File: src/core/cpu_gate_params.svh
// timing counts, register offsets and encodings of the cpu timing and flash gating block
// assumes it is included by its bare name from the package and the design files
`ifndef CPU_GATE_PARAMS_SVH
`define CPU_GATE_PARAMS_SVH

// interrupt entry length in core clock cycles
`define IRQ_ENTRY_CYCLES   5'h0d
// page size is 2**PAGE_BITS bytes of program space
`define PAGE_BITS          8
// opcode of the supervisory call instruction
`define SUPV_CALL_OPCODE   8'h00
// data ram size in bytes and its address width
`define DATA_RAM_BYTES     256
`define DATA_RAM_AW        8
// number of user flash rows and of auxiliary rows that follow them
`define USER_ROWS          8'h80
`define AUX_ROWS           8'h04
// flash control register offsets
`define FREG_CTRL          8'h00
`define FREG_ROW           8'h01
`define FREG_STATUS        8'h02
// field positions in the control and status registers
`define CTRL_OP_LSB        0
`define STAT_BUSY_BIT      0
`define STAT_ROM_BIT       1
`define STAT_REFUSED_BIT   2
// reset values
`define ROW_RESET          8'h00
`define RDATA_RESET        8'h00

`endif

File: src/core/cpu_gate_pkg.sv
// types shared by the cpu timing and flash gating block
// assumes cpu_gate_params.svh sits on the include path
package cpu_gate_pkg;
`include "cpu_gate_params.svh"

   // flash operation codes held in the control register
   typedef enum logic [1:0] {
      FOP_NONE,
      FOP_ERASE_ROW,
      FOP_PROG_ROW,
      FOP_ERASE_ALL
   } flash_op_t;

endpackage

File: src/core/data_ram.sv
// single port data ram with registered read data
// assumes one access per enabled cycle from the core clock domain
`timescale 1ns/10ps
`default_nettype none

module data_ram #(
   parameter int DEPTH = 256,
   parameter int AW    = 8
) (
   input  wire logic          clk,
   input  wire logic          ce,
   input  wire logic          req,
   input  wire logic          wr,
   input  wire logic [AW-1:0] addr,
   input  wire logic [7:0]    wdata,
   output logic      [7:0]    rdata_r
);

   logic [7:0] mem [DEPTH];

   // storage has no reset; read data are held until the next read
   always_ff @(posedge clk) begin
      if (ce && req) begin
         if (wr) begin
            mem[addr] <= wdata;
         end else begin
            rdata_r <= mem[addr];
         end
      end
   end

endmodule

`default_nettype wire

File: src/core/cpu_timing_flash_gating.sv
// processor side timing adjustments and flash register gating
// assumes all request inputs come from core logic on clk, so none is synchronised
`timescale 1ns/10ps
`default_nettype none
`include "cpu_gate_params.svh"

module cpu_timing_flash_gating
   import cpu_gate_pkg::*;
#(
   parameter logic [7:0] USER_ROWS = `USER_ROWS,
   parameter logic [7:0] AUX_ROWS  = `AUX_ROWS
) (
   input  wire logic                    clk,
   input  wire logic                    rst,
   input  wire logic                    ce,
   input  wire logic                    instrValid,
   input  wire logic [7:0]              instrOpcode,
   input  wire logic [15:0]             instrAddr,
   input  wire logic [1:0]              instrLen,
   input  wire logic [3:0]              instrBaseCycles,
   input  wire logic [7:0]              accIn,
   input  wire logic                    irqTake,
   input  wire logic                    romReturn,
   input  wire logic                    fregReq,
   input  wire logic                    fregWr,
   input  wire logic [7:0]              fregAddr,
   input  wire logic [7:0]              fregWdata,
   input  wire logic                    flashAck,
   input  wire logic                    ramReq,
   input  wire logic                    ramWr,
   input  wire logic [`DATA_RAM_AW-1:0] ramAddr,
   input  wire logic [7:0]              ramWdata,
   output logic      [7:0]              ramRdata,
   output logic      [4:0]              instrCycles_r,
   output logic                         instrCyclesValid_r,
   output logic                         irqEntryBusy_r,
   output logic                         vectorFetch_r,
   output logic                         supervisoryRomMode_r,
   output logic                         supervisoryEntry_r,
   output logic      [7:0]              supervisoryFunc_r,
   output logic                         fregAck_r,
   output logic      [7:0]              fregRdata_r,
   output logic                         flashStrobe_r,
   output logic      [1:0]              flashOp_r,
   output logic      [7:0]              flashRow_r
);

   // ************************************************************
   // instruction timing
   // ************************************************************
   logic [4:0]  instrCycles_nxt;
   logic        instrCyclesValid_nxt;
   logic [15:0] lastByteAddr;

   // one extra cycle when first and last byte sit on different pages
   always_comb begin
      lastByteAddr         = instrAddr + 16'(instrLen) - 16'h0001;
      instrCycles_nxt      = instrCycles_r;
      instrCyclesValid_nxt = 1'b0;
      if (instrValid) begin
         instrCyclesValid_nxt = 1'b1;
         instrCycles_nxt      = {1'b0, instrBaseCycles};
         if (instrLen != 2'h0 && instrAddr[15:`PAGE_BITS] != lastByteAddr[15:`PAGE_BITS]) begin
            instrCycles_nxt = {1'b0, instrBaseCycles} + 5'h01;
         end
      end
   end
   always_ff @(posedge clk or posedge rst) begin
      if (rst) begin
         instrCycles_r      <= 5'h00;
         instrCyclesValid_r <= 1'b0;
      end else if (ce) begin
         instrCycles_r      <= instrCycles_nxt;
         instrCyclesValid_r <= instrCyclesValid_nxt;
      end
   end

   // ************************************************************
   // interrupt entry
   // ************************************************************
   logic [4:0] entryCount_r, entryCount_nxt;
   logic       irqEntryBusy_nxt, vectorFetch_nxt;

   // a second irqTake during entry is ignored; the core never takes one there
   always_comb begin
      entryCount_nxt   = entryCount_r;
      irqEntryBusy_nxt = irqEntryBusy_r;
      vectorFetch_nxt  = 1'b0;
      if (!irqEntryBusy_r && irqTake) begin
         irqEntryBusy_nxt = 1'b1;
         entryCount_nxt   = `IRQ_ENTRY_CYCLES - 5'h01;
      end else if (irqEntryBusy_r) begin
         if (entryCount_r == 5'h00) begin
            irqEntryBusy_nxt = 1'b0;
            vectorFetch_nxt  = 1'b1;
         end else begin
            entryCount_nxt = entryCount_r - 5'h01;
         end
      end
   end
   always_ff @(posedge clk or posedge rst) begin
      if (rst) begin
         entryCount_r   <= 5'h00;
         irqEntryBusy_r <= 1'b0;
         vectorFetch_r  <= 1'b0;
      end else if (ce) begin
         entryCount_r   <= entryCount_nxt;
         irqEntryBusy_r <= irqEntryBusy_nxt;
         vectorFetch_r  <= vectorFetch_nxt;
      end
   end

   // ************************************************************
   // supervisory rom flag
   // ************************************************************
   logic       romMode_nxt, supervisoryEntry_nxt;
   logic [7:0] supervisoryFunc_nxt;

   // entry wins over a return in the same cycle so a call is never lost
   always_comb begin
      romMode_nxt          = supervisoryRomMode_r;
      supervisoryEntry_nxt = 1'b0;
      supervisoryFunc_nxt  = supervisoryFunc_r;
      if (romReturn) begin
         romMode_nxt = 1'b0;
      end
      if (instrValid && instrOpcode == `SUPV_CALL_OPCODE) begin
         romMode_nxt          = 1'b1;
         supervisoryEntry_nxt = 1'b1;
         supervisoryFunc_nxt  = accIn;
      end
   end
   always_ff @(posedge clk or posedge rst) begin
      if (rst) begin
         supervisoryRomMode_r <= 1'b0;
         supervisoryEntry_r   <= 1'b0;
         supervisoryFunc_r    <= 8'h00;
      end else if (ce) begin
         supervisoryRomMode_r <= romMode_nxt;
         supervisoryEntry_r   <= supervisoryEntry_nxt;
         supervisoryFunc_r    <= supervisoryFunc_nxt;
      end
   end

   // ************************************************************
   // gated flash control registers and erase sequencer
   // ************************************************************
   typedef enum logic [1:0] {
      SEQ_IDLE,
      SEQ_WAIT,
      SEQ_SWEEP
   } seq_state_t;
   seq_state_t seqState_r, seqState_nxt;
   logic [7:0] rowReg_r, rowReg_nxt, fregRdata_nxt, flashRow_nxt;
   logic       refused_r, refused_nxt, fregAck_nxt, flashStrobe_nxt, gateOpen;
   logic [1:0] flashOp_nxt;
   flash_op_t  reqOp;

   // registers exist only in rom mode
   // every flash operation starts from this gate
   // user code is refused and sees zero
   assign gateOpen = supervisoryRomMode_r;

   always_comb begin
      reqOp           = flash_op_t'(fregWdata[`CTRL_OP_LSB +: 2]);
      seqState_nxt    = seqState_r;
      rowReg_nxt      = rowReg_r;
      refused_nxt     = refused_r;
      fregAck_nxt     = fregReq;          // every request is answered, even when closed
      fregRdata_nxt   = `RDATA_RESET;
      flashStrobe_nxt = 1'b0;
      flashOp_nxt     = flashOp_r;
      flashRow_nxt    = flashRow_r;
      if (fregReq && !gateOpen && fregWr) begin
         refused_nxt = 1'b1;
      end
      if (fregReq && gateOpen) begin
         if (!fregWr) begin
            case (fregAddr)
               `FREG_ROW: begin
                  fregRdata_nxt = rowReg_r;
               end
               `FREG_STATUS: begin
                  fregRdata_nxt[`STAT_BUSY_BIT]    = (seqState_r != SEQ_IDLE);
                  fregRdata_nxt[`STAT_ROM_BIT]     = supervisoryRomMode_r;
                  fregRdata_nxt[`STAT_REFUSED_BIT] = refused_r;
               end
               default: begin
                  fregRdata_nxt = `RDATA_RESET;
               end
            endcase
         end else if (fregAddr == `FREG_ROW) begin
            rowReg_nxt = fregWdata;
         end else if (fregAddr == `FREG_STATUS) begin
            refused_nxt = 1'b0;           // a write to the status register in rom mode clears the sticky refusal
         end else if (fregAddr == `FREG_CTRL && seqState_r == SEQ_IDLE && reqOp != FOP_NONE) begin
            flashStrobe_nxt = 1'b1;
            flashOp_nxt     = fregWdata[`CTRL_OP_LSB +: 2];
            flashRow_nxt    = rowReg_r;
            seqState_nxt    = SEQ_WAIT;
            // aux rows live above the user rows; erase all never reads the row register
            if (reqOp != FOP_ERASE_ALL && rowReg_r >= USER_ROWS + AUX_ROWS) begin
               flashStrobe_nxt = 1'b0;
               flashOp_nxt     = flashOp_r;
               flashRow_nxt    = flashRow_r;
               seqState_nxt    = SEQ_IDLE;
               refused_nxt     = 1'b1;
            end
            // erase all walks user rows only
            if (reqOp == FOP_ERASE_ALL) begin
               flashOp_nxt  = FOP_ERASE_ROW;
               flashRow_nxt = 8'h00;
               seqState_nxt = SEQ_SWEEP;
            end
         end
      end
      case (seqState_r)
         SEQ_IDLE: begin
         end
         SEQ_WAIT: begin
            if (flashAck) begin
               seqState_nxt = SEQ_IDLE;
            end
         end
         SEQ_SWEEP: begin
            if (flashAck) begin
               if (flashRow_r == USER_ROWS - 8'h01) begin
                  seqState_nxt = SEQ_IDLE;
               end else begin
                  flashRow_nxt    = flashRow_r + 8'h01;
                  flashStrobe_nxt = 1'b1;
               end
            end
         end
         default: begin
            seqState_nxt = SEQ_IDLE;
         end
      endcase
   end
   always_ff @(posedge clk or posedge rst) begin
      if (rst) begin
         seqState_r    <= SEQ_IDLE;
         rowReg_r      <= `ROW_RESET;
         refused_r     <= 1'b0;
         fregAck_r     <= 1'b0;
         fregRdata_r   <= `RDATA_RESET;
         flashStrobe_r <= 1'b0;
         flashOp_r     <= FOP_NONE;
         flashRow_r    <= `ROW_RESET;
      end else if (ce) begin
         seqState_r    <= seqState_nxt;
         rowReg_r      <= rowReg_nxt;
         refused_r     <= refused_nxt;
         fregAck_r     <= fregAck_nxt;
         fregRdata_r   <= fregRdata_nxt;
         flashStrobe_r <= flashStrobe_nxt;
         flashOp_r     <= flashOp_nxt;
         flashRow_r    <= flashRow_nxt;
      end
   end

   // ************************************************************
   // data ram
   // ************************************************************
   // 256 bytes, 8-bit address
   data_ram #(.DEPTH (`DATA_RAM_BYTES), .AW (`DATA_RAM_AW)) u_ram (
      .clk (clk), .ce (ce), .req (ramReq), .wr (ramWr),
      .addr (ramAddr), .wdata (ramWdata), .rdata_r (ramRdata)
   );

endmodule

`default_nettype wire

File: config.mk
export PLATFORM = sky130hd
export DESIGN_NAME = cpu_timing_flash_gating
export DESIGN_NICKNAME = d
export VERILOG_FILES = /design/src/core/cpu_gate_pkg.sv /design/src/core/data_ram.sv /design/src/core/cpu_timing_flash_gating.sv
export VERILOG_INCLUDE_DIRS = /design/src /design/src/core
export SDC_FILE = /design/constraint.sdc
export NUM_CORES = 2
export LEC_CHECK = 0
export BUFFER_PORTS_ARGS = -buffer_cell sky130_fd_sc_hd__buf_4
export CAP_MARGIN = 20
export CORE_MARGIN = 1.5
export CORE_UTILIZATION = 45
export DETAILED_ROUTE_END_ITERATION = 8
export HOLD_SLACK_MARGIN = 0.02
export PLACE_DENSITY = 0.6
export SLEW_MARGIN = 5
export SYNTH_ARGS = -nofsm -noshare
export SYNTH_HDL_FRONTEND = slang
export SYNTH_SLANG_ARGS = --single-unit
export TNS_END_PERCENT = 1
File: constraint.sdc
create_clock -name clk -period 2.3 [get_ports clk]
set_input_delay 0.46 -clock clk [delete_from_list [all_inputs] [get_ports clk]]
set_output_delay 0.46 -clock clk [all_outputs]
set_load 0.02 [all_outputs]
==> flow_summary.json <==
{
  "period_minus_slack_ns": 2.71,
  "dp_hpwl_um": 140000,
  "cts_tree": "done",
  "switching_power_uw": 17500,
  "critPathLaunchType": "flop",
  "dr.pass1.iters": 5,
  "hold_violations": 0,
  "power.share.switching": 0.213,
  "synth_edf_count": 2056,
  "async_reset_ff_frac": 0.0256,
  "path_common_cell": "mux4_2",
  "drive_above_1_share": 0.425,
  "avgSynthCellArea_um2": 22.4,
  "relSlewSlack": 0.547,
  "gp_congestion": 0.869,
  "clkTransAtPathRegs_ns": 0.06,
  "synth.distinct_cells": 63,
  "power.density_nw_per_um2": 805,
  "whs_ns": 0.0951,
  "fin_area_um2": 102000,
  "htreeDepth": 4,
  "die_w_um": 431,
  "netlist.area_leader.share": 0.749,
  "cts-root-buf": "clkbuf_16",
  "portBuffers": 125,
  "clkLatencyLatePin_ns": 0.86,
  "synth_cells": 3683,
  "grt_pass1_wl_um": 303000,
  "drt_iter0_drc": 4530,
  "cts_made_buffers": 213,
  "path_cells": "mux4_2 -> mux4_2 -> mux2_4 -> a221oi_2 -> buf_4 -> nor2_2 -> a221o_1",
  "vias": 41400,
  "finalCritPeriodShare": 1.18,
  "reg2reg_to": "u_ram.rdata_r[6]",
  "nFillCells": 13300,
  "hold_end": "u_ram.rdata_r[3]",
  "area_growth_pct": 23.4,
  "antenna_found_initial": 7,
  "num_rows": 156,
  "avgViaCountPerCell": 5.78,
  "critPathMaxFanout": 1,
  "cp_slowest_cell": "mux4_2",
  "rsz0062_at_grt": "yes",
  "required_ns": 2.91,
  "ir_drop_v": 0.000624,
  "intPower_uw": 64500,
  "multi_input_area_um2": 19100,
  "hp-start": "ramAddr[6]",
  "coreArea_um2": 181000,
  "cap_violations": 0,
  "grt_overflow": 0,
  "leakage_uw": 0.0335,
  "cp.arrival_ns": 3.33,
  "syn_area_um2": 82500,
  "grt_max_degree": 96,
  "fin_worst_skew_ns": 0.0552,
  "layout_setup_ws_ns": -0.415,
  "comb_power_share": 0.060,
  "worstMarginPinSlew_ns": 0.680,
  "ios": 127,
  "cts_sinks": 2110,
  "grt_pass1_vias": 41700,
  "r2r-start": "u_ram.mem[127][6]",
  "reg2reg_depth": 7,
  "drc": 0,
  "slew_viol_final": 0,
  "die_area_um2": 186000,
  "reg2reg_slack_ns": -0.41,
  "pwr-share-seq": 0.517,
  "ff_latch_area_um2": 63100,
  "crit_type": "flop to flop",
  "finalSetupViolCount": 8,
  "syn-num-nets": 3782,
  "synth_area_leaders": "edfxtp_1, mux4_2, dfrtp_1",
  "slowest_delay_ns": 0.50,
  "cts_buffer_depth": 3,
  "ys.flop_type": "edfxtp_1",
  "dpl_cell_area_um2": 94200,
  "hp-class": "input port to flop",
  "synth_seq_cells": 2110,
  "outcome": "complete, but fails checks",
  "grt_use_total": 0.228,
  "worst-path-buf-inv": 1,
  "cp-end-kind": "flop",
  "ys_warn_count": 0,
  "seq_area_frac_synth": 0.765,
  "synth_top_area_cell": "edfxtp_1",
  "p_clk_frac": 0.423,
  "final_nets": 4694,
  "die_h_um": 431,
  "whs_path_depth": 2,
  "max_freq_mhz": 368,
  "initial_core_util": 0.455,
  "cp_top_family": "multiplexers",
  "violations": "negative setup slack",
  "postRouteAntennaNets": 0,
  "wirelength_um": 210000,
  "wire_per_inst_um": 29.4
}
-- worst max path at each step --
stage                            from          endpoint  slack, ns  depth (start not counted)
global route         u_ram.mem[83][6]  u_ram.rdata_r[6]      -0.48                          7
global placement           ramAddr[0]  u_ram.rdata_r[5]      -1.61                         11
finish              u_ram.mem[127][6]  u_ram.rdata_r[6]      -0.41                          7
detailed placement         ramAddr[0]  u_ram.rdata_r[5]      -1.57                         11
CTS                 u_ram.mem[127][6]  u_ram.rdata_r[6]      -0.43                          7
floorplan                  ramAddr[0]  u_ram.rdata_r[1]      -0.50                          8
-- per-layer routing --
metal | global-route usage | share of wire
met5 | 0 | 0
met4 | 0.0576 | 0.022
met3 | 0.0386 | 0.067
met2 | 0.365 | 0.49
met1 | 0.328 | 0.42
-- synth_stat cells, drive strengths merged, types with 3 or more instances --
cell / n
nor2b: 21
inv: 44
a31oi: 14
nand2: 75
o21ai: 36
nor2: 275
xor2: 6
or4: 3
xnor2: 4
o221ai: 3
mux4: 651
nand2b: 4
nand3: 31
and2: 7
clkbuf: 121
nor4: 7
o211ai: 6
a21oi: 31
a221o: 6
o22ai: 4
mux2: 24
a22o: 7
dfrtp: 54
a221oi: 4
ha: 18
nor3: 8
nand4: 10
and3: 13
a22oi: 4
buf: 83
mux2i: 10
nand3b: 5
edfxtp: 2056
or2: 3
-- kinds of logic (layout without fill, tap and decap cells) --
group                      Yosys count  count (layout)  share of synthesized area
DFF                               2110            2110                      0.765
muxes                              685             685                      0.182
and+or+nand+nor                    470             470                     0.0247
buffers and inverters              248            1344                     0.0129
AOI/OAI and AO/OA                  142             142                     0.0114
adders and majority gates           18              18                    0.00273
xor gates and xnor gates            10              10                    0.00106
other                                0               2                          0
-- state kept, by name, indices dropped and copies added (netlist names), 2 cells and up --
name / cells
u_ram.mem: 2048
flashRow_r: 8
fregRdata_r: 8
rowReg_r: 8
supervisoryFunc_r: 8
u_ram.rdata_r: 8
entryCount_r: 5
instrCycles_r: 5
flashOp_r: 2
seqState_r: 2
-- cell usage in the layout, fill, tap and decap left out, types with 43 or more instances in the layout --
cell,n
buf_4,657
clkbuf_16,215
clkinv_1,48
edfxtp_1,2056
mux4_2,651
nand2_1,63
clkbuf_1,44
dfrtp_1,54
buf_12,196
inv_1,43
nor2_2,91
nor2_1,142
-- power by group through the flow --
stage / Combinational, uW / Clock [uW] / Sequential [uW]
after detailed placement: 4870 / 0 / 43100
final: 4920 / 34700 / 42300
after CTS: 4950 / 35300 / 42300
after global placement: 4810 / 0 / 43100
after floorplan: 2370 / 0 / 43200
after global routing: 5190 / 36700 / 42300
-- cell type report --
cell class / count / area share
clock buffer: 259 / 0.0545
multi-input combinational: 1325 / 0.188
antenna: 2 / 0.0000492
inverter: 44 / 0.00162
sequential: 2110 / 0.620
timing repair buffer: 901 / 0.0925
tap: 2370 / 0.0291
clock inverter: 140 / 0.0144
-- stage by stage --
stage               worst slack [ns]   util  instances  setup TNS, ns  power (uW)
floorplan                     -0.501      -       3683        -671.17       45600
global placement               -1.61  0.520       6716        -805.50       48000
detailed placement             -1.57  0.520       6716        -826.15       48000
CTS                           -0.433  0.561       7149          -2.59       82600
global route                  -0.476  0.561       7151          -2.74       84300
finish                        -0.415  0.561       7151          -2.41       81900
-- timing repair --
item                                    4_1_cts  5_1_grt
gates cloned                                  0        0
setup buffers                                 0        0
endpoints found under the setup margin        8       14
hold buffers                                 34        0
hold endpoints to repair                    143        0
pin swaps                                     8        4
resized for setup                            19       19
Power figures use the tool's default switching activity.
